$ cat src/rtl/gov_pkg.sv
/*
 package for the governor discrete command logic: register map, field positions,
 reset values and timing counts. assumes a 32-bit classic wishbone slave.
*/
package gov_pkg;
    localparam logic [7:0]  ADDR_CTRL      = 8'h00;
    localparam logic [7:0]  ADDR_STATUS    = 8'h04;
    localparam logic [7:0]  ADDR_RATE      = 8'h08;
    localparam logic [7:0]  ADDR_LIMIT     = 8'h0C;
    localparam logic [7:0]  ADDR_REF       = 8'h10;
    localparam logic [7:0]  ADDR_DROOP     = 8'h14;
    localparam logic [7:0]  ADDR_FUEL      = 8'h18;
    localparam logic [7:0]  ADDR_DEMAND    = 8'h1C;
    localparam logic [7:0]  ADDR_ALARM     = 8'h20;
    localparam logic [7:0]  ADDR_BIAS      = 8'h24;
    localparam int          CTRL_SW_RESET  = 0;
    localparam int          CTRL_REVERSE   = 1;
    localparam int          ST_ISOCH       = 0;
    localparam int          ST_RESET       = 1;
    localparam int          ST_OVERRIDE    = 2;
    localparam int          ST_DYN2        = 3;
    localparam int          ST_RAISE       = 4;
    localparam int          ST_RATED       = 5;
    localparam int          ST_SHUTDOWN    = 6;
    localparam logic [15:0] RATE_RST       = 16'h0001;
    localparam logic [15:0] LIMIT_RST      = 16'hFFFF;
    localparam logic [15:0] REF_RST        = 16'h0000;
    localparam logic [15:0] DROOP_RST      = 16'h0000;
    localparam int          RESET_PULSE_NS = 100;
    localparam int          CLK_NS         = 10;
    localparam int          RESET_PULSE_CY = RESET_PULSE_NS / CLK_NS;
    localparam logic [31:0] BAD_ADDR_DATA  = 32'h0000_0000;
endpackage : gov_pkg

$ cat src/rtl/pin_sync.sv
/*
 two-flop synchroniser for a vector of contact inputs.
 assumes inputs are asynchronous to clk_sys.
*/
`timescale 1ns/1ps
`default_nettype none
module pin_sync #(
    parameter int W = 5
) (
    input  wire logic         clk_sys,
    input  wire logic         reset_n,
    input  wire logic         clk_en,
    input  wire logic [W-1:0] pin_in,
    output logic      [W-1:0] pin_sync_out
);
    logic [W-1:0] meta_r;
    logic [W-1:0] meta_nxt;
    logic [W-1:0] sync_r;
    logic [W-1:0] sync_nxt;

    always_comb begin
        meta_nxt = clk_en ? pin_in : meta_r;
        sync_nxt = clk_en ? meta_r : sync_r;
    end

    always_ff @(posedge clk_sys or negedge reset_n) begin
        if (!reset_n) begin
            meta_r <= '0;
            sync_r <= '0;
        end else begin
            meta_r <= meta_nxt;
            sync_r <= sync_nxt;
        end
    end

    assign pin_sync_out = sync_r;
endmodule : pin_sync
`default_nettype wire

$ cat src/rtl/gov_discrete.sv
/*
 governor discrete command logic: five contact inputs drive droop/isochronous,
 alarm reset one-shot, speed-fail override, dynamics select and raise ramp.
 assumes contact pins are asynchronous, software on classic wishbone.
*/
// Decided for this implementation: the register offsets and the Wishbone register port.
// Notes on behaviour
// RL1 - input TRUE while contact closed
// RL2 - isochronous FALSE selects droop from fuel
// RL3 - isochronous TRUE follows load-sharing bias
// RL4 - outside opens breaker aux when droop
// RL5 - reset clears only alarms now normal
// RL6 - alarm reset acts briefly despite held contact
// RL7 - rearm only after input returns FALSE
// RL8 - OR reset with serial ports, software
// RL9 - override suppresses speed-loss shutdown
// RL10 - no override: shutdown when both sensors lost
// RL11 - reverse acting override drives fuel upward
// RL12 - direct acting: override kept open
// RL13 - dynamics input selects second set
// RL14 - raise ramps reference at set rate
// RL15 - raised reference clamped at limit
// RL16 - stop raising when input FALSE
// RL17 - raise ignored without rated speed
// RL18 - droop raise increases fuel and load
// RL19 - no raise with breaker and load sharing
// RL20 - sync inputs, edge-detect reset
`timescale 1ns/1ps
`default_nettype none
module gov_discrete #(
    parameter int ALARMS = 8,
    parameter int RW     = 16
) (
    input  wire logic              clk_sys,
    input  wire logic              reset_n,
    input  wire logic              clk_en,
    input  wire logic              isoch_pin,
    input  wire logic              alarm_reset_pin,
    input  wire logic              override_pin,
    input  wire logic              dyn2_pin,
    input  wire logic              raise_pin,
    input  wire logic              rated_sel,
    input  wire logic              serial_port_one_reset,
    input  wire logic              serial_port_two_reset,
    input  wire logic              speed_lost_a,
    input  wire logic              speed_lost_b,
    input  wire logic [ALARMS-1:0] alarm_event,
    input  wire logic [ALARMS-1:0] alarm_cond,
    input  wire logic [31:0]       wb_adr_i,
    input  wire logic [31:0]       wb_dat_i,
    input  wire logic [3:0]        wb_sel_i,
    input  wire logic              wb_we_i,
    input  wire logic              wb_cyc_i,
    input  wire logic              wb_stb_i,
    output logic      [31:0]       wb_dat_o,
    output logic                   wb_ack_o,
    output logic                   droop_mode,
    output logic                   bias_follow,
    output logic                   alarm_reset_pulse,
    output logic      [ALARMS-1:0] alarm_latched,
    output logic                   shutdown,
    output logic                   fuel_force_up,
    output logic                   dyn2_sel,
    output logic      [RW-1:0]     speed_ref,
    output logic      [RW-1:0]     fuel_demand
);
    logic [4:0] pins_s;
    logic       isoch_s;
    logic       rst_s;
    logic       ovr_s;
    logic       dyn_s;
    logic       raise_s;

    pin_sync #(.W(5)) u_sync (
        .clk_sys      (clk_sys),
        .reset_n      (reset_n),
        .clk_en       (clk_en),
        .pin_in       ({raise_pin, dyn2_pin, override_pin, alarm_reset_pin, isoch_pin}),
        .pin_sync_out (pins_s)
    ); // RL1 RL20

    assign isoch_s = pins_s[0];
    assign rst_s   = pins_s[1];
    assign ovr_s   = pins_s[2];
    assign dyn_s   = pins_s[3];
    assign raise_s = pins_s[4];

    // software registers
    logic [1:0]        ctrl_r, ctrl_nxt;
    logic [RW-1:0]     rate_r, rate_nxt;
    logic [RW-1:0]     limit_r, limit_nxt;
    logic [RW-1:0]     droop_r, droop_nxt;
    logic [RW-1:0]     fuel_base_r, fuel_base_nxt;
    logic [RW-1:0]     bias_r, bias_nxt;
    logic [31:0]       dat_r, dat_nxt;
    logic              ack_r, ack_nxt;
    logic              wr_go;
    logic              sw_reset_req;

    // alarm reset one-shot
    typedef enum logic [1:0] {
        RS_IDLE  = 2'b00,
        RS_PULSE = 2'b01,
        RS_HOLD  = 2'b10
    } rst_state_t;
    rst_state_t        rs_r, rs_nxt;
    logic [7:0]        rcnt_r, rcnt_nxt;
    logic              rst_prev_r, rst_prev_nxt;
    logic              serial_prev_r, serial_prev_nxt;
    logic              pulse_r, pulse_nxt;
    logic [ALARMS-1:0] clr_mask_r, clr_mask_nxt;
    logic [ALARMS-1:0] alarm_r, alarm_nxt;
    logic              other_edge;

    // outputs and ramp
    logic [RW-1:0]     ref_r, ref_nxt;
    logic [RW-1:0]     fuel_r, fuel_nxt;
    logic              droop_r2, droop_nxt2;
    logic              bias_r2, bias_nxt2;
    logic              shut_r, shut_nxt;
    logic              force_r, force_nxt;
    logic              dyn_r, dyn_nxt;
    logic [RW:0]       ref_sum;
    logic [RW+1:0]     fuel_sum;

    assign wr_go        = wb_cyc_i && wb_stb_i && wb_we_i && !ack_r;
    assign sw_reset_req = wr_go && wb_adr_i[7:0] == gov_pkg::ADDR_CTRL && wb_sel_i[0]
                          && wb_dat_i[gov_pkg::CTRL_SW_RESET];

    always_comb begin
        ctrl_nxt      = ctrl_r;
        rate_nxt      = rate_r;
        limit_nxt     = limit_r;
        droop_nxt     = droop_r;
        fuel_base_nxt = fuel_base_r;
        bias_nxt      = bias_r;
        dat_nxt       = dat_r;
        ack_nxt       = 1'b0;
        if (clk_en && wb_cyc_i && wb_stb_i && !ack_r) begin
            ack_nxt = 1'b1;
            dat_nxt = gov_pkg::BAD_ADDR_DATA;
            if (wb_we_i) begin
                unique case (wb_adr_i[7:0])
                    gov_pkg::ADDR_CTRL:   ctrl_nxt[gov_pkg::CTRL_REVERSE] = wb_dat_i[gov_pkg::CTRL_REVERSE];
                    gov_pkg::ADDR_RATE:   rate_nxt = wb_dat_i[RW-1:0];
                    gov_pkg::ADDR_LIMIT:  limit_nxt = wb_dat_i[RW-1:0];
                    gov_pkg::ADDR_DROOP:  droop_nxt = wb_dat_i[RW-1:0];
                    gov_pkg::ADDR_FUEL:   fuel_base_nxt = wb_dat_i[RW-1:0];
                    gov_pkg::ADDR_BIAS:   bias_nxt = wb_dat_i[RW-1:0];
                    default: ;
                endcase
            end else begin
                unique case (wb_adr_i[7:0])
                    gov_pkg::ADDR_CTRL:   dat_nxt = {30'h0, ctrl_r};
                    gov_pkg::ADDR_STATUS: dat_nxt = {25'h0, shut_r, rated_sel, raise_s, dyn_s, ovr_s,
                                                     rst_s, isoch_s};
                    gov_pkg::ADDR_RATE:   dat_nxt = 32'(rate_r);
                    gov_pkg::ADDR_LIMIT:  dat_nxt = 32'(limit_r);
                    gov_pkg::ADDR_REF:    dat_nxt = 32'(ref_r);
                    gov_pkg::ADDR_DROOP:  dat_nxt = 32'(droop_r);
                    gov_pkg::ADDR_FUEL:   dat_nxt = 32'(fuel_base_r);
                    gov_pkg::ADDR_DEMAND: dat_nxt = 32'(fuel_r);
                    gov_pkg::ADDR_ALARM:  dat_nxt = 32'(alarm_r);
                    gov_pkg::ADDR_BIAS:   dat_nxt = 32'(bias_r);
                    default: ;
                endcase
            end
        end
    end

    always_comb begin
        rs_nxt          = rs_r;
        rcnt_nxt        = rcnt_r;
        rst_prev_nxt    = rst_prev_r;
        serial_prev_nxt = serial_prev_r;
        pulse_nxt       = pulse_r;
        clr_mask_nxt    = clr_mask_r;
        alarm_nxt       = alarm_r;
        other_edge      = 1'b0;
        if (clk_en) begin
            rst_prev_nxt    = rst_s;
            serial_prev_nxt = serial_port_one_reset | serial_port_two_reset;
            other_edge      = (serial_prev_nxt && !serial_prev_r) || sw_reset_req; // RL8
            pulse_nxt       = 1'b0;
            unique case (rs_r)
                RS_IDLE: begin
                    if ((rst_s && !rst_prev_r) || other_edge) begin // RL20 RL8
                        rs_nxt       = RS_PULSE;
                        rcnt_nxt     = 8'(gov_pkg::RESET_PULSE_CY - 1);
                        pulse_nxt    = 1'b1;
                        clr_mask_nxt = ~alarm_cond; // RL5
                    end
                end
                RS_PULSE: begin
                    pulse_nxt = rcnt_r != 8'h00;
                    rcnt_nxt  = rcnt_r - 8'h01;
                    if (rcnt_r == 8'h00) begin
                        rs_nxt = RS_HOLD; // RL6
                    end
                end
                RS_HOLD: begin
                    if (!rst_s) begin
                        rs_nxt = RS_IDLE; // RL7
                    end
                end
                default: rs_nxt = RS_IDLE;
            endcase
            alarm_nxt = (alarm_r & ~(pulse_r ? clr_mask_r : '0)) | alarm_event; // RL5
        end
    end

    assign ref_sum  = {1'b0, ref_r} + {1'b0, rate_r};
    assign fuel_sum = {2'b00, fuel_base_r} + {2'b00, (isoch_s ? bias_r : droop_r)} + {2'b00, ref_r};

    always_comb begin
        ref_nxt    = ref_r;
        fuel_nxt   = fuel_r;
        droop_nxt2 = droop_r2;
        bias_nxt2  = bias_r2;
        shut_nxt   = shut_r;
        force_nxt  = force_r;
        dyn_nxt    = dyn_r;
        if (clk_en) begin
            droop_nxt2 = !isoch_s; // RL2
            bias_nxt2  = isoch_s; // RL3
            dyn_nxt    = dyn_s; // RL13
            shut_nxt   = !ovr_s && speed_lost_a && speed_lost_b; // RL9 RL10
            force_nxt  = ovr_s && ctrl_r[gov_pkg::CTRL_REVERSE] && (speed_lost_a || speed_lost_b); // RL11
            if (raise_s && rated_sel) begin // RL14 RL16 RL17
                ref_nxt = (ref_sum > {1'b0, limit_r}) ? limit_r : ref_sum[RW-1:0]; // RL15
            end
            if (shut_r) begin
                fuel_nxt = '0;
            end else if (force_r) begin
                fuel_nxt = '1; // RL11
            end else begin
                // droop or bias term and raise ref both lift demand
                fuel_nxt = (fuel_sum[RW+1:RW] != 2'b00) ? '1 : fuel_sum[RW-1:0]; // RL2 RL3 RL18
            end
        end
    end

    always_ff @(posedge clk_sys or negedge reset_n) begin
        if (!reset_n) begin
            ctrl_r        <= 2'b00;
            rate_r        <= gov_pkg::RATE_RST;
            limit_r       <= gov_pkg::LIMIT_RST;
            droop_r       <= gov_pkg::DROOP_RST;
            fuel_base_r   <= '0;
            bias_r        <= '0;
            dat_r         <= 32'h0000_0000;
            ack_r         <= 1'b0;
            rs_r          <= RS_IDLE;
            rcnt_r        <= 8'h00;
            rst_prev_r    <= 1'b0;
            serial_prev_r <= 1'b0;
            pulse_r       <= 1'b0;
            clr_mask_r    <= '0;
            alarm_r       <= '0;
            ref_r         <= gov_pkg::REF_RST;
            fuel_r        <= '0;
            droop_r2      <= 1'b1;
            bias_r2       <= 1'b0;
            shut_r        <= 1'b0;
            force_r       <= 1'b0;
            dyn_r         <= 1'b0;
        end else begin
            ctrl_r        <= ctrl_nxt;
            rate_r        <= rate_nxt;
            limit_r       <= limit_nxt;
            droop_r       <= droop_nxt;
            fuel_base_r   <= fuel_base_nxt;
            bias_r        <= bias_nxt;
            dat_r         <= dat_nxt;
            ack_r         <= ack_nxt;
            rs_r          <= rs_nxt;
            rcnt_r        <= rcnt_nxt;
            rst_prev_r    <= rst_prev_nxt;
            serial_prev_r <= serial_prev_nxt;
            pulse_r       <= pulse_nxt;
            clr_mask_r    <= clr_mask_nxt;
            alarm_r       <= alarm_nxt;
            ref_r         <= ref_nxt;
            fuel_r        <= fuel_nxt;
            droop_r2      <= droop_nxt2;
            bias_r2       <= bias_nxt2;
            shut_r        <= shut_nxt;
            force_r       <= force_nxt;
            dyn_r         <= dyn_nxt;
        end
    end

    assign wb_dat_o          = dat_r;
    assign wb_ack_o          = ack_r;
    assign droop_mode        = droop_r2;
    assign bias_follow       = bias_r2;
    assign alarm_reset_pulse = pulse_r;
    assign alarm_latched     = alarm_r;
    assign shutdown          = shut_r;
    assign fuel_force_up     = force_r;
    assign dyn2_sel          = dyn_r;
    assign speed_ref         = ref_r;
    assign fuel_demand       = fuel_r;

    // checks
    int unsigned pulse_len_r;
    always_ff @(posedge clk_sys or negedge reset_n) begin
        if (!reset_n) begin
            pulse_len_r <= 0;
        end else begin
            pulse_len_r <= pulse_r ? pulse_len_r + 1 : 0;
        end
    end
endmodule : gov_discrete
`default_nettype wire

$ cat config.mk
export PLATFORM = sky130hd
export DESIGN_NAME = gov_discrete
export DESIGN_NICKNAME = d
export VERILOG_FILES = /design/src/rtl/gov_pkg.sv /design/src/rtl/pin_sync.sv /design/src/rtl/gov_discrete.sv
export SDC_FILE = /design/constraint.sdc
export NUM_CORES = 1
export LEC_CHECK = 0
export ABC_CLOCK_PERIOD_IN_PS = 10400
export BUFFER_PORTS_ARGS = -buffer_cell sky130_fd_sc_hd__buf_2
export CORE_AREA = 4 4 106 208
export CTS_BUF_LIST = sky130_fd_sc_hd__clkbuf_8
export DETAILED_ROUTE_END_ITERATION = 8
export DIE_AREA = 0 0 110 212
export PLACE_DENSITY = 0.67
export REMOVE_ABC_BUFFERS = 1
export SLEW_MARGIN = 15
export SYNTH_ARGS = -nofsm -noshare
export SYNTH_HDL_FRONTEND = slang
export SYNTH_SLANG_ARGS = --single-unit
$ cat constraint.sdc
create_clock -name clk_sys -period 10.4 [get_ports clk_sys]
set_input_delay 1.04 -clock clk_sys [delete_from_list [all_inputs] [get_ports clk_sys]]
set_output_delay 1.04 -clock clk_sys [all_outputs]
set_load 0.01 [all_outputs]
==> Word level (Yosys, flattened, before mapping) <==
Cells that the tools add are included.
{ "classes": {"mux": 17, "n_addsub": 4, "n_eq_ne": 14, "n_reduce_logical": 40, "bitwise": 5, "magnitude_cmp": 1} }
{ "op_table": {"columns": ["cell", "count"], "rows": [
  ["$pmux 16 s10", 1],
  ["$mux 16", 6],
  ["$add 16x16->17", 2],
  ["$eq 8x5->1 const B", 4],
  ["$reduce_and 3->1", 8],
  ["$add 17x16->18", 1],
  ["$gt 17x16->1", 1],
  ["$eq 8x4->1 const B", 2],
  ["$eq 8x6->1 const B", 2],
  ["$logic_and 1x1->1", 16],
  ["$logic_not 8->1", 2],
  ["$mux 8", 2],
  ["$not 8->8", 2],
  ["$pmux 8 s2", 1],
  ["$and 8x8->8", 1],
  ["$eq 8x3->1 const B", 1],
  ["$or 8x8->8", 1],
  ["$reduce_bool 8->1", 1],
  ["$sub 8x1->8 const B", 1],
  ["$mux 2", 3],
  ["$ne 2x2->1 const B", 3],
  ["$pmux 2 s3", 1],
  ["$logic_not 1->1", 5],
  ["$reduce_and 4->1", 1],
  ["9 further kinds", 13]
]} }
{ "totals": {"in_bits": 100, "regBits": 190, "wordCells": 105, "output_inout_bits": 79} }

==> Depth between registers and ports, before layout <==
Gate-level depths: netlist of the first run.
{ "logic_depth": {"ltp_word": 10, "ltp_mapped": 18, "mapped_depth_nobuf": 16} }

==> Cells and area by module <==
A second synthesis of the first run with hierarchy kept.
{ "hier_totals": {"hier_cells": 929, "hier_area_um2": 10151.0} }
{ "by_module_without_submodules": {"columns": ["mod", "seq_area_each_um2", "instances", "cells_per_inst", "area_each_um2"], "rows": [
  ["gov_discrete", 4126.5, 1, 908, 9739.3],
  ["pin_sync", 250.2, 1, 21, 411.6]
]} }

==> Worst setup path after synthesis of the first run <==
OpenSTA, ideal clock, no wires.
{ "synth_path": {"path_kind": "reg2reg", "from": "register u_sync.sync_r[0], in the netlist u_sync.pin_sync_out[0]", "to": "register fuel_r[14], in the netlist fuel_demand[14]", "required_ns": 10.274, "setup_time_ns": 0.126, "path_stages_with_launch": 15, "path_buffers": 2, "t_arrival_ns": 3.727, "synth_period_minus_slack_ns": 3.852, "setup_slack_ns": 6.548, "path_cell_list": "dfrtp_1 -> clkbuf_1 -> mux2_2 -> fa_1 -> ha_1 -> fa_1 -> a211oi_1 -> o21bai_4 -> a311oi_2 -> o21ai_1 -> mux2_2 -> nor3_4 -> and2_4 -> buf_12 -> a21oi_2"} }
{ "synth_between": {"elab_chain_len": 7} }
{ "synth_rtl": {"columns": ["element", "line", "rtl"], "rows": [
  ["start: declaration", "pin_sync.sv:18", "logic [W-1:0] sync_r;"],
  ["start signal: assignment", "pin_sync.sv:32", "sync_r <= sync_nxt;"],
  ["$mux 16 *", "gov_discrete.sv:213", "assign fuel_sum = {2'b00, fuel_base_r} + {2'b00, (isoch_s ? bias_r : droop_r)} + {2'b00, ref_r};"],
  ["$add 16x16->17 *", "gov_discrete.sv:213", null],
  ["$add 17x16->18 *", "gov_discrete.sv:213", null],
  ["$reduce_bool 2->1", "gov_discrete.sv:238", "fuel_nxt = (fuel_sum[RW+1:RW] != 2'b00) ? '1 : fuel_sum[RW-1:0];"],
  ["$mux 16 *", "gov_discrete.sv:238", null],
  ["$mux 16 *", "gov_discrete.sv:234", "end else if (force_r) begin"],
  ["$mux 16 *", "gov_discrete.sv:232", "if (shut_r) begin"],
  ["end signal: assignment", "gov_discrete.sv:284", "fuel_r <= fuel_nxt;"],
  ["end: declaration", "gov_discrete.sv:117", "logic [RW-1:0] fuel_r, fuel_nxt;"]
]} }
Mark *: on every way between the ends. The rest lies on a longest branch, timed or not.
A chain may end at the register's enable or synchronous reset.

==> Final worst setup path of the first run <==
{ "layout_path": {"from": "register ref_r[4], in the netlist speed_ref[4]", "to": "register ref_r[4], in the netlist speed_ref[4]"} }
{ "layout_between": {"elab_chain_len": 3} }
{ "layout_rtl": {"columns": ["element", "line", "rtl"], "rows": [
  ["start: declaration", "gov_discrete.sv:116", "logic [RW-1:0] ref_r, ref_nxt;"],
  ["start signal: assignment", "gov_discrete.sv:260", "ref_r <= gov_pkg::REF_RST;"],
  ["start signal: assignment", "gov_discrete.sv:283", "ref_r <= ref_nxt;"],
  ["$add 16x16->17 *", "gov_discrete.sv:212", "assign ref_sum = {1'b0, ref_r} + {1'b0, rate_r};"],
  ["$gt 17x16->1", "gov_discrete.sv:230", "ref_nxt = (ref_sum > {1'b0, limit_r}) ? limit_r : ref_sum[RW-1:0];"],
  ["$mux 16 *", "gov_discrete.sv:230", null]
]} }
Marked as above.

==> results.txt, run 1 <==
----------------------------------------------------
[Outcome]
  Run status ... complete, no violations

[Logic synthesis]
  Mean instance size in the synthesized netlist ... 11.0 um^2
  Most frequent cells after synthesis ... 156 x dfrtp_1, 110 x mux2_2, 70 x nand2_1
  Ranking of synthesized cells by area ... dfrtp_1 39%, mux2_2 12%, ha_1 6.1%
  Number of synthesis warnings ... 0
  Post-Syn Area ... 10100 um^2
  Most area-hungry cell type in the Yosys netlist ... dfrtp_1
  Number of distinct library cell variants in the gate-level netlist after synthesis ... 65
  Number of flops mapped to enable cells by yosys ... 0
  Synth Register Bits ... 174
  Gate count of the mapped netlist ... 914
  Sequential area share after synthesis ... 0.435
  Fraction of synthesized cell area taken by the top area cell type ... 0.388
  Most common cell in the synthesized netlist ... dfrtp_1
  Most used flip-flop cell after synthesis ... dfrtp_1
  Async set-reset flop share out of synthesis ... 1.00

[Timing]
  Total count of hold-check failures in the final report ... 0
  Skew final ... 16.7 ps
  Setup repair after global routing missed its margin ... false
  Number of endpoints failing setup at the final stage ... 0
  Max-slew violation count ... 0
  Worst slew pin tran ... 1250 ps
  Total negative slack ... 0 ps
  Final hold slack ... 484 ps
  Final worst-path setup slack ... 5380 ps
  Max-slew headroom ... 0.167
  Period Utilization, post-route ... 0.483
  Minimum period implied by the final worst setup slack ... 5020 ps
  Maximum frequency from static timing analysis ... 0.199 GHz

[Finish]
  NumNets Final ... 1192
  Share of cells above drive strength 1 ... 0.312
  ANT cells ... 0
  Number of fill cells in the layout ... 1853
  Post-synthesis to final-layout area growth ... 11.8%

[Drt]
  Post-route ant nets ... 0
  Total detailed-routing wirelength ... 32.1 mm
  Routed wire length per instance ... 24.6 um
  DRC viols ... 0
  Detailed-route via count ... 8024
  Average vias per placed instance ... 6.15
  Router iterations before antenna repair ... 7
  Number of DRC markers after the initial detailed-route iteration ... 490

[Die]
  I/O pins ... 179
  Overall die area ... 23300 um^2
  Effective utilization at floorplan ... 0.491
  Core Region ... 20500 um^2
  Die H ... 212 um
  Num rows ... 74
  Horiz. Die Dim ... 110 um

[Global route]
  Pin count of the biggest net entering global routing ... 103
  Overall Global Routing Usage ... 0.286
  Congestion Overflow GR ... 0
  Number of antenna violations at the first check in global routing ... 0
  Number of global-route vias before repair ... 8214
  First-pass GRT wire length ... 48.4 mm

[Power]
  Worst ir drop on vdd ... 0.131 mV
  Total power divided by cell area ... 143 nW/um^2
  Leakage power ... 5.56 nW
  Power after layout ... 1.61 mW

[CTS]
  Clock slew at reported path FFs ... 100 ps
  Buffer type at the clock tree root ... clkbuf_8
  Buffers from clock root to sink, at most ... 2
  TritonCTS clock tree ... built
  Post-CTS resize count ... 0
  Clock Sink Count ... 174
  Deepest level of the CTS H-tree ... 4
  Post-CTS Hold Fix Bufs ... 0
  Number of buffers inserted during clock tree synthesis ... 17
  Insertion delay of the later-clocked pin in the worst-skew pair ... 500 ps
  Post-CTS Setup Repair Bufs ... 0

[Min path]
  Cell depth of the worst hold path ... 2
  Hold-critical path endpoint ... wb_dat_o[4]$_DFFE_PN0P_
  Min-Delay Startpoint ... wb_dat_o[4]$_DFFE_PN0P_
  Worst min path class ... flop to flop

[Setup path]
  Category of the worst setup path capture point ... flop
  Path type of the worst setup path ... flop to flop
  Worst Path Max Fanout ... 17
  Largest incremental delay on the critical path ... 850 ps
  Crit path launch type ... flop
  Reg2Reg Capture Point ... speed_ref[4]$_DFFE_PN0P_
  Setup slack, reg-to-reg ... 5380 ps
  List of cells traversed by the critical path ... ha_1, nand3_1, o22ai_1, o211ai_1, a31oi_1, o21a_1, nor2_1, xnor2_1, ha_1, a2111oi_0, o21ai_0, a21oi_1, o211a_1, mux2i_1, o21ai_0
  CP required ... 10770 ps
  Number of cells on the worst reg-to-reg path ... 15
  Startpoint of the worst register-to-register path ... speed_ref[4]$_DFFE_PN0P_
  Arr. time, crit path ... 5390 ps
  Slowest library cell on the worst path ... o211a_1

[Placed design]
  Gp weighted congestion ... 1.01
  HPWL reported at the end of detailed placement ... 22.9 mm
  Setup slack at placement ... 5500 ps
  Count of buffers inserted at the top-level ports ... 119

[Run]
  Max Cap Viol ... 0

----------------------------------------------------
## cell type report
class	count	area, um^2	area share
Tap cell	266	333	0.0296
Inverter	42	158	0.0140
Timing Repair Buffer	130	684	0.0609
Clock inverter	13	129	0.0115
Sequential cell	174	4380	0.389
Clock buffer	19	262	0.0233
Multi-Input combinational cell	660	5300	0.472
## layer usage
metal / up-vias / track usage / routed length, um
met1: 3973 / 0.303 / 10900
li1: 3547 / - / -
met2: 384 / 0.496 / 16500
met4: 0 / 0.192 / 2440
met3: 120 / 0.0632 / 2210
met5: - / 0 / 0
## sequential cells by signal (all words and copies together), names as in the netlist, 16 cells and up
signal and flops:
fuel_base_r 16, wb_dat_o 16, fuel_demand 16, limit_r 16, rate_r 16, bias_r 16, droop_r 16, speed_ref 16
## through the flow
stage,instance area [um^2],std cells,util
global placement,10900,1272,0.530
CTS,11200,1304,0.550
global route,11200,1304,0.550
floorplan,9820,876,-
finish,11200,1304,0.550
detailed placement,10900,1272,0.530
## logic make-up after synthesis
group	after synthesis	share of synthesized area
buffers and inverters	95	0.0452
AND/OR/NAND/NOR	179	0.0887
adder cells (fa/ha/maj)	67	0.0968
XOR/XNOR	31	0.0270
AO/OA/AOI/OAI	239	0.166
multiplexers	128	0.141
flip-flops	174	0.435
other	1	0.000373
## critical path: cells and delay by family, from the launching register on
kind                       cells  cell delay, ps
AOI/OAI and AO/OA              9            2950
and+or+nand+nor                2             150
xor gates and xnor gates       1             210
adders and majority gates      2             750
DFF                            1             480
muxes                          1             340
## worst max-delay path by stage
stage / startpoint / endpoint / slack [ps] / depth (start not counted)
2_1_floorplan: u_sync.pin_sync_out[0]$_DFFE_PN0P_ / fuel_demand[0]$_DFFE_PN0P_ / 6510 / 12
3_3_place_gp: u_sync.pin_sync_out[0]$_DFFE_PN0P_ / fuel_demand[1]$_DFFE_PN0P_ / 5540 / 12
3_5_place_dp: u_sync.pin_sync_out[0]$_DFFE_PN0P_ / fuel_demand[1]$_DFFE_PN0P_ / 5500 / 12
4_1_cts: u_sync.pin_sync_out[0]$_DFFE_PN0P_ / fuel_demand[1]$_DFFE_PN0P_ / 5510 / 12
5_1_grt: speed_ref[4]$_DFFE_PN0P_ / speed_ref[4]$_DFFE_PN0P_ / 5190 / 15
6_report: speed_ref[4]$_DFFE_PN0P_ / speed_ref[4]$_DFFE_PN0P_ / 5380 / 15
## report_power, final
group	leakage [nW]	internal [mW]	switching (mW)
Combinational	3.12	0.135	0.191
Clock	0.188	0.206	0.275
Sequential	2.25	0.738	0.0662
Total	5.56	1.08	0.532
## cell usage in the layout, fill, tap and decap left out, drive strengths merged, types with 5 or more instances in the layout
| cell type | instances |
|---|---|
| dfstp | 18 |
| o22ai | 10 |
| xnor2 | 20 |
| ha | 49 |
| o21ai | 59 |
| clkbuf | 19 |
| o21bai | 7 |
| inv | 47 |
| mux2 | 110 |
| xor2 | 11 |
| mux2i | 18 |
| and2 | 5 |
| nand2 | 73 |
| a21oi | 45 |
| a22oi | 34 |
| nor4 | 6 |
| a22o | 26 |
| a222oi | 13 |
| nand3 | 20 |
| nand4 | 7 |
| nor2 | 34 |
| dfrtp | 156 |
| o21a | 7 |
| buf | 130 |
| nand2b | 7 |
| conb | 16 |
| nor3 | 12 |
| fa | 18 |
| a21o | 11 |
(Power assumes the default switching activity.)
==> run 2: changes to the inputs <==
--- a/config.mk
+++ b/config.mk
@@ -5,12 +5,13 @@
 export SDC_FILE = /design/constraint.sdc
 export NUM_CORES = 1
 export LEC_CHECK = 0
-export ABC_CLOCK_PERIOD_IN_PS = 10400
+export ABC_AREA = 1
+export ABC_CLOCK_PERIOD_IN_PS = 5000
 export BUFFER_PORTS_ARGS = -buffer_cell sky130_fd_sc_hd__buf_2
-export CORE_AREA = 4 4 106 208
+export CORE_AREA = 4 4 109 214
 export CTS_BUF_LIST = sky130_fd_sc_hd__clkbuf_8
 export DETAILED_ROUTE_END_ITERATION = 8
-export DIE_AREA = 0 0 110 212
+export DIE_AREA = 0 0 113 218
 export PLACE_DENSITY = 0.67
 export REMOVE_ABC_BUFFERS = 1
 export SLEW_MARGIN = 15
==> constraint.sdc (replaced) <==
create_clock -name clk_sys -period 5 [get_ports clk_sys]
set_input_delay 0.5 -clock clk_sys [delete_from_list [all_inputs] [get_ports clk_sys]]
set_output_delay 0.5 -clock clk_sys [all_outputs]
set_load 0.01 [all_outputs]
==> run 2 against run 1 <==
Against the previous run: die area up 5.6%; sequential share of layout area down 1.7 points; setup slack worse by 4200 ps; synthesized cell count is 49% higher; clock skew grew 5.8 ps; sequential power grew 130%; sequential cell count is the same; register-to-register slack worse by 4200 ps; utilization fell by 0.54 points; global-route usage shrank 2.6 points; non-clock buffer count down 6; critical endpoint is now speed_ref[12]$_DFFE_PN0P_; largest cell class unchanged.
==> results.txt, run 2 <==
----------------------------------------------------
[Die]
  Num rows ... 76 (+2.7%)
  Effective utilization at floorplan ... 0.494 (+0.00218)
  Die H ... 218 um (+2.8%)
  Overall die area ... 24600 um^2 (+5.6%)
  Horiz. Die Dim ... 113 um (+2.7%)
  I/O pins ... 179 (unchanged)
  Core Region ... 21600 um^2 (+5.5%)

[Logic synthesis]
  Async set-reset flop share out of synthesis ... 1.00 (unchanged)
  Ranking of synthesized cells by area ... dfrtp_1 37%, nand2_1 14%, o21ai_0 7.0%
  Most used flip-flop cell after synthesis ... dfrtp_1
  Number of flops mapped to enable cells by yosys ... 0 (unchanged)
  Mean instance size in the synthesized netlist ... 7.83 um^2 (-29%)
  Post-Syn Area ... 10700 um^2 (+6.0%)
  Most frequent cells after synthesis ... 408 x nand2_1, 156 x dfrtp_1, 148 x o21ai_0
  Synth Register Bits ... 174 (unchanged)
  Number of distinct library cell variants in the gate-level netlist after synthesis ... 52 (-20%)
  Number of synthesis warnings ... 0 (unchanged)
  Most area-hungry cell type in the Yosys netlist ... dfrtp_1
  Fraction of synthesized cell area taken by the top area cell type ... 0.366 (-0.0218)
  Gate count of the mapped netlist ... 1360 (+49%)
  Sequential area share after synthesis ... 0.411 (-0.0245)
  Most common cell in the synthesized netlist ... nand2_1

[Setup path]
  Worst Path Max Fanout ... 16 (-1)
  Number of cells on the worst reg-to-reg path ... 18 (+3)
  Slowest library cell on the worst path ... dfrtp_1
  Category of the worst setup path capture point ... flop
  CP required ... 5420 ps (-5350 ps)
  Startpoint of the worst register-to-register path ... speed_ref[0]$_DFFE_PN0P_
  Reg2Reg Capture Point ... speed_ref[12]$_DFFE_PN0P_
  Path type of the worst setup path ... flop to flop
  Setup slack, reg-to-reg ... 1180 ps (-4200 ps)
  Arr. time, crit path ... 4250 ps (-1140 ps)
  Largest incremental delay on the critical path ... 470 ps (-380 ps)
  Crit path launch type ... flop
  List of cells traversed by the critical path ... ha_1, fa_1, nand3_1, nand2_1, nand2_1, nand2_2, nand2_1, nand2_1, a21oi_1, xor2_1, inv_1, ha_1, nand4_1, nor4_1, nand2_1, nand3_1, nand3_1, nand2_1
  Most prevalent standard cell on the critical path ... nand2_1

[Power]
  Leakage power ... 6.14 nW (+10%)
  Power share of the sequential group ... 0.422 (-0.077)
  Clock share of power ... 0.220 (-0.079)
  Worst ir drop on vdd ... 0.300 mV (+130%)
  Proportion of power drawn by combinational gates ... 0.357 (+0.155)
  Switching power total ... 1.79 mW (+240%)
  Cell-internal power ... 2.64 mW (+150%)
  Total power divided by cell area ... 377 nW/um^2 (+160%)
  Sw Ratio ... 0.403 (+0.0731)
  Power after layout ... 4.43 mW (+180%)

[Timing]
  Total count of hold-check failures in the final report ... 0 (unchanged)
  Final worst-path setup slack ... 1180 ps (-4200 ps)
  Period Utilization, post-route ... 0.765 (+0.282)
  Max-slew violation count ... 0 (unchanged)
  Maximum frequency from static timing analysis ... 0.262 GHz (+31%)
  Max-slew headroom ... 0.255 (+0.0881)
  Total negative slack ... 0 ps (unchanged)
  Number of endpoints failing setup at the final stage ... 0 (unchanged)
  Worst slew pin tran ... 1120 ps (-133 ps)
  Minimum period implied by the final worst setup slack ... 3820 ps (-1200 ps)
  Setup repair after global routing missed its margin ... false
  Final hold slack ... 64.1 ps (-420 ps)
  Skew final ... 22.6 ps (+5.83 ps)

[Finish]
  Most used cells in the layout excluding fill and tap cells ... 408 x nand2_1, 156 x dfrtp_1, 148 x o21ai_0, 134 x inv_1, 118 x buf_2
  Post-synthesis to final-layout area growth ... 10.2%
  NumNets Final ... 1623 (+36%)
  ANT cells ... 0 (unchanged)
  Filler-free cell count of the finished design ... 1742 (+34%)
  Most frequent standard cell in the layout excluding fill and tap cells ... nand2_1
  Number of fill cells in the layout ... 2083 (+12%)
  Share of cells above drive strength 1 ... 0.149 (-0.163)

[Outcome]
  Run status ... complete, no violations

[Global route]
  Congestion Overflow GR ... 0 (unchanged)
  Number of global-route vias before repair ... 9613 (+17%)
  Pin count of the biggest net entering global routing ... 97 (-5.8%)
  Number of antenna violations at the first check in global routing ... 0 (unchanged)
  First-pass GRT wire length ... 50.1 mm (+3.5%)
  Overall Global Routing Usage ... 0.261 (-0.0258)

[Min path]
  Worst min path class ... primary input to async pin

[Drt]
  Post-route ant nets ... 0 (unchanged)
  Average vias per placed instance ... 5.48 (-11%)
  Routed wire length per instance ... 18.1 um (-26%)
  Detailed-route via count ... 9550 (+19%)
  Router iterations before antenna repair ... 5 (-2)
  DRC viols ... 0 (unchanged)
  Number of DRC markers after the initial detailed-route iteration ... 609 (+24%)
  Total detailed-routing wirelength ... 31.6 mm (-1.5%)

[CTS]
  Buffer type at the clock tree root ... clkbuf_8
  Clock Sink Count ... 174 (unchanged)
  Buffers from clock root to sink, at most ... 2 (unchanged)
  Clock slew at reported path FFs ... 90 ps (about the same)
  Deepest level of the CTS H-tree ... 4 (unchanged)
  Post-CTS Setup Repair Bufs ... 0 (unchanged)
  TritonCTS clock tree ... built
  Post-CTS resize count ... 0 (unchanged)
  Post-CTS Hold Fix Bufs ... 0 (unchanged)
  Number of buffers inserted during clock tree synthesis ... 17 (unchanged)
  Insertion delay of the later-clocked pin in the worst-skew pair ... 490 ps (about the same)

[Placed design]
  HPWL reported at the end of detailed placement ... 24.5 mm (+7.2%)
  Number of cells after detailed placement ... 1710 (+34%)
  Count of buffers inserted at the top-level ports ... 119 (unchanged)
  Gp weighted congestion ... 0.923 (-8.5%)
  Setup slack at placement ... 1200 ps (-4300 ps)

[Run]
  Max Cap Viol ... 0 (unchanged)

----------------------------------------------------
run 2: how the worst max path moves through the flow:
stage	cells past startpoint	endpoint	startpoint
2_1_floorplan	13	fuel_demand[10]$_DFFE_PN0P_	u_sync.pin_sync_out[0]$_DFFE_PN0P_
3_5_place_dp	18	speed_ref[12]$_DFFE_PN0P_	speed_ref[0]$_DFFE_PN0P_
5_1_grt	16	speed_ref[13]$_DFFE_PN0P_	speed_ref[2]$_DFFE_PN0P_
3_3_place_gp	18	speed_ref[12]$_DFFE_PN0P_	speed_ref[0]$_DFFE_PN0P_
4_1_cts	18	speed_ref[12]$_DFFE_PN0P_	speed_ref[0]$_DFFE_PN0P_
6_report	18	speed_ref[12]$_DFFE_PN0P_	speed_ref[0]$_DFFE_PN0P_
run 2: per-stage QoR:
step / util / instance area [um^2]
6_report: 0.544 / 11700
5_1_grt: 0.544 / 11700
4_1_cts: 0.544 / 11700
3_5_place_dp: 0.527 / 11400
3_3_place_gp: 0.527 / 11400
2_1_floorplan: - / 10400
run 2: cell type report:
type,count,area [um^2],area share
Timing Repair Buffer,124,652,0.0555
Clock inverter,11,91.3,0.00778
Sequential cell,174,4380,0.373
Clock buffer,21,289,0.0246
Tap cell,273,342,0.0291
Inverter,143,537,0.0457
Multi-Input combinational cell,996,5460,0.465
run 2: logic make-up (layout without fill, tap and decap cells):
| family | Yosys count | after routing | synth area share |
|---|---|---|---|
| and+or+nand+nor | 619 | 619 | 0.249 |
| AOI/OAI and AO/OA | 273 | 273 | 0.149 |
| buffers and inverters | 205 | 299 | 0.0822 |
| DFF | 174 | 174 | 0.411 |
| adders and majority gates | 67 | 67 | 0.0914 |
| xor gates and xnor gates | 21 | 21 | 0.0173 |
| other | 1 | 16 | 0.000352 |
run 2: power groups by stage:
stage	clock network [mW]	registers (mW)	logic (mW)
floorplan	0	1.87	1.00
global placement	0	1.89	1.56
detailed placement	0	1.89	1.58
CTS	0.988	1.87	1.59
global route	1.04	1.90	1.80
finish	0.977	1.87	1.58
run 2: worst max-delay path, delay by kind of cell, from the launching register on:
kind / cells / cell delay (ps)
xor+xnor: 1 / 210
compound gates: 1 / 170
buf+inv: 1 / 60
flops: 1 / 470
simple gates: 12 / 1840
fa+ha+maj: 3 / 990
run 2: layer usage:
layer  wire [um]  GRT usage  share of wire
met5           0          0              0
met2       17000      0.477           0.54
met3        1550     0.0375          0.049
met1       11700      0.292           0.37
met4        1430      0.126          0.045
==> run 3: changes to the inputs <==
--- a/config.mk
+++ b/config.mk
@@ -6,13 +6,13 @@
 export NUM_CORES = 1
 export LEC_CHECK = 0
 export ABC_AREA = 1
-export ABC_CLOCK_PERIOD_IN_PS = 5000
+export ABC_CLOCK_PERIOD_IN_PS = 3300
 export BUFFER_PORTS_ARGS = -buffer_cell sky130_fd_sc_hd__buf_2
 export CORE_AREA = 4 4 109 214
 export CTS_BUF_LIST = sky130_fd_sc_hd__clkbuf_8
 export DETAILED_ROUTE_END_ITERATION = 8
 export DIE_AREA = 0 0 113 218
-export PLACE_DENSITY = 0.67
+export PLACE_DENSITY = 0.7
 export REMOVE_ABC_BUFFERS = 1
 export SLEW_MARGIN = 15
 export SYNTH_ARGS = -nofsm -noshare
==> constraint.sdc (replaced) <==
create_clock -name clk_sys -period 3.3 [get_ports clk_sys]
set_input_delay 0.33 -clock clk_sys [delete_from_list [all_inputs] [get_ports clk_sys]]
set_output_delay 0.33 -clock clk_sys [all_outputs]
set_load 0.01 [all_outputs]
==> run 3 against run 2 <==
Against the previous run: via count increased by 7.1%; global-route usage increased by 0.62 points; setup slack got worse by 1100 ps; largest cell class unchanged; non-clock buffer count increased by 102; largest power group is now combinational cells; die area unchanged; cell count increased by 5.9%.
==> results.txt, run 3 (synthesis results as in run 2) <==
----------------------------------------------------
[Finish]
  Design area ... 13100 um^2 (+12%)
  Filler-free cell count of the finished design ... 1844 (+5.9%)
  NumNets Final ... 1725 (+6.3%)
  Share of the core filled with cells in the final layout ... 0.609 (+0.0643)
  Most used cells in the layout excluding fill and tap cells ... 393 x nand2_1, 154 x dfrtp_1, 130 x inv_1, 128 x o21ai_0, 118 x buf_2
  Most frequent standard cell in the layout excluding fill and tap cells ... nand2_1
  Post-synthesis to final-layout area growth ... 23.3%
  Share of cells above drive strength 1 ... 0.260 (+0.111)
  ANT cells ... 0 (unchanged)

[Die]
  Num rows ... 76 (unchanged)
  I/O pins ... 179 (unchanged)
  Core Region ... 21600 um^2 (unchanged)
  Horiz. Die Dim ... 113 um (unchanged)
  Effective utilization at floorplan ... 0.494 (unchanged)
  Die H ... 218 um (unchanged)
  Overall die area ... 24600 um^2 (unchanged)

[Outcome]
  Run status ... complete, no violations

[Global route]
  First-pass GRT wire length ... 51.4 mm (+2.6%)
  Overall Global Routing Usage ... 0.267 (+0.00623)
  Pin count of the biggest net entering global routing ... 71 (-27%)
  Congestion Overflow GR ... 0 (unchanged)
  Number of global-route vias before repair ... 10100 (+4.9%)
  Number of antenna violations at the first check in global routing ... 0 (unchanged)

[CTS]
  Clock Sink Count ... 174 (unchanged)
  Deepest level of the CTS H-tree ... 4 (unchanged)
  Buffer type at the clock tree root ... clkbuf_8
  Buffers from clock root to sink, at most ... 2 (unchanged)
  Clock slew at reported path FFs ... 100 ps (about the same)
  Number of buffers inserted during clock tree synthesis ... 17 (unchanged)
  Insertion delay of the later-clocked pin in the worst-skew pair ... 510 ps (+20 ps)
  TritonCTS clock tree ... built

[Drt]
  Router iterations before antenna repair ... 7 (+2)
  Detailed-route via count ... 10200 (+7.1%)
  DRC viols ... 0 (unchanged)
  Total detailed-routing wirelength ... 33.3 mm (+5.4%)
  Number of DRC markers after the initial detailed-route iteration ... 663 (+8.9%)
  Post-route ant nets ... 0 (unchanged)
  Routed wire length per instance ... 18.1 um (-0.38%)
  Average vias per placed instance ... 5.55 (+1.2%)

[Setup path]
  Category of the worst setup path capture point ... flop
  Path type of the worst setup path ... flop to flop
  Worst Path Max Fanout ... 8 (-8)
  Bufs and invs on worst path ... 2 (+1)
  Most prevalent standard cell on the critical path ... nand2_1
  Largest incremental delay on the critical path ... 420 ps (-50 ps)
  List of cells traversed by the critical path ... ha_4, fa_2, nand3_2, nand2_4, nand2_2, nand2_4, nand2_2, nand2_2, buf_4, xor2_4, ha_4, a21oi_2, o21a_1, nand2_1, nand2_1, nand2_1, nand2_1, nand2_1, nand2_2, clkbuf_16, nand3_2, nand3_2, nand2_1
  CP required ... 3680 ps (-1740 ps)
  Crit path launch type ... flop
  Setup slack, reg-to-reg ... 40 ps (-1140 ps)
  Arr. time, crit path ... 3640 ps (-610 ps)
  Slowest library cell on the worst path ... dfrtp_1
  Gate family responsible for the most delay along the worst path ... simple AND/OR/NAND/NOR gates

[Timing]
  Minimum period implied by the final worst setup slack ... 3260 ps (-563 ps)
  Total negative slack ... 0 ps (unchanged)
  Setup repair after global routing missed its margin ... true
  Worst slew pin tran ... 1370 ps (+258 ps)
  Final worst-path setup slack ... 39.3 ps (-1140 ps)
  Max-slew violation count ... 0 (unchanged)
  Final hold slack ... 29.9 ps (-34.2 ps)
  Max-slew headroom ... 0.0798 (-0.175)
  Maximum frequency from static timing analysis ... 0.307 GHz (+17%)
  Total count of hold-check failures in the final report ... 0 (unchanged)
  Number of endpoints failing setup at the final stage ... 0 (unchanged)
  Period Utilization, post-route ... 0.988 (+0.223)
  Skew final ... 24.2 ps (+1.66 ps)

[Power]
  Power after layout ... 7.59 mW (+71%)
  Total power divided by cell area ... 578 nW/um^2 (+53%)
  Leakage power ... 6.71 nW (+9.3%)
  Worst ir drop on vdd ... 0.509 mV (+70%)

[Min path]
  Worst min path class ... primary input to flop

[Placed design]
  HPWL reported at the end of detailed placement ... 25.5 mm (+4.1%)
  Cell area after placement ... 11900 um^2 (+4.8%)
  Gp weighted congestion ... 0.965 (+4.5%)
  Setup slack at placement ... -139 ps (-1340 ps)
  Count of buffers inserted at the top-level ports ... 119 (unchanged)
  Number of cells after detailed placement ... 1780 (+4.1%)

[Run]
  Max Cap Viol ... 0 (unchanged)

----------------------------------------------------
[run 3: layout make-up]
cell class	instances	area, um^2
Sequential cell	174	4380
Multi-Input combinational cell	996	5990
Fill cell	1975	8450
Timing Repair Buffer	226	1500
Clock inverter	13	116
Clock buffer	19	262
Inverter	143	541
Tap cell	273	342
[run 3: tightest hold or removal path, cell delays in order]
cell     delay (ps)
buf_2            80
nand2_1          40
nand2_1          50
[run 3: final timing paths]
| check | to | depth (start not counted) | start |
|---|---|---|---|
| min in group asynchronous | wb_dat_o[15]$_DFFE_PN0P_ | 2 | reset_n |
| max in group asynchronous | droop_mode$_DFFE_PN1P_ | 3 | reset_n |
| worst min register to register | wb_dat_o[13]$_DFFE_PN0P_ | 2 | wb_dat_o[13]$_DFFE_PN0P_ |
| worst min-delay path | u_sync.meta_r[3]$_DFFE_PN0P_ | 3 | dyn2_pin |
| worst max register to register | speed_ref[12]$_DFFE_PN0P_ | 23 | speed_ref[0]$_DFFE_PN0P_ |
| worst max-delay path | speed_ref[12]$_DFFE_PN0P_ | 23 | speed_ref[0]$_DFFE_PN0P_ |
[run 3: routing by layer]
metal | global-route usage | up-vias | share of wire
met5 | 0 | - | 0
met4 | 0.156 | 0 | 0.064
met1 | 0.288 | 4894 | 0.35
met2 | 0.485 | 374 | 0.54
li1 | - | 4847 | -
met3 | 0.0417 | 117 | 0.051
[run 3: report_power, final]
group	internal [mW]	leakage [nW]	total (mW)	switching [mW]
Combinational	1.48	4.27	3.38	1.90
Clock	0.636	0.182	1.47	0.838
Sequential	2.45	2.26	2.74	0.295
[run 3: repair_timing]
| action | CTS | global route |
|---|---|---|
| cloned | 0 | 1 |
| setup buffers | 5 | 19 |
| hold buffers | 7 | 0 |
| endpoints found under the setup margin | 28 | 32 |
| pin swaps | 1 | 72 |
| resized for setup | 13 | 120 |
| endpoints found under the hold margin | 71 | 0 |
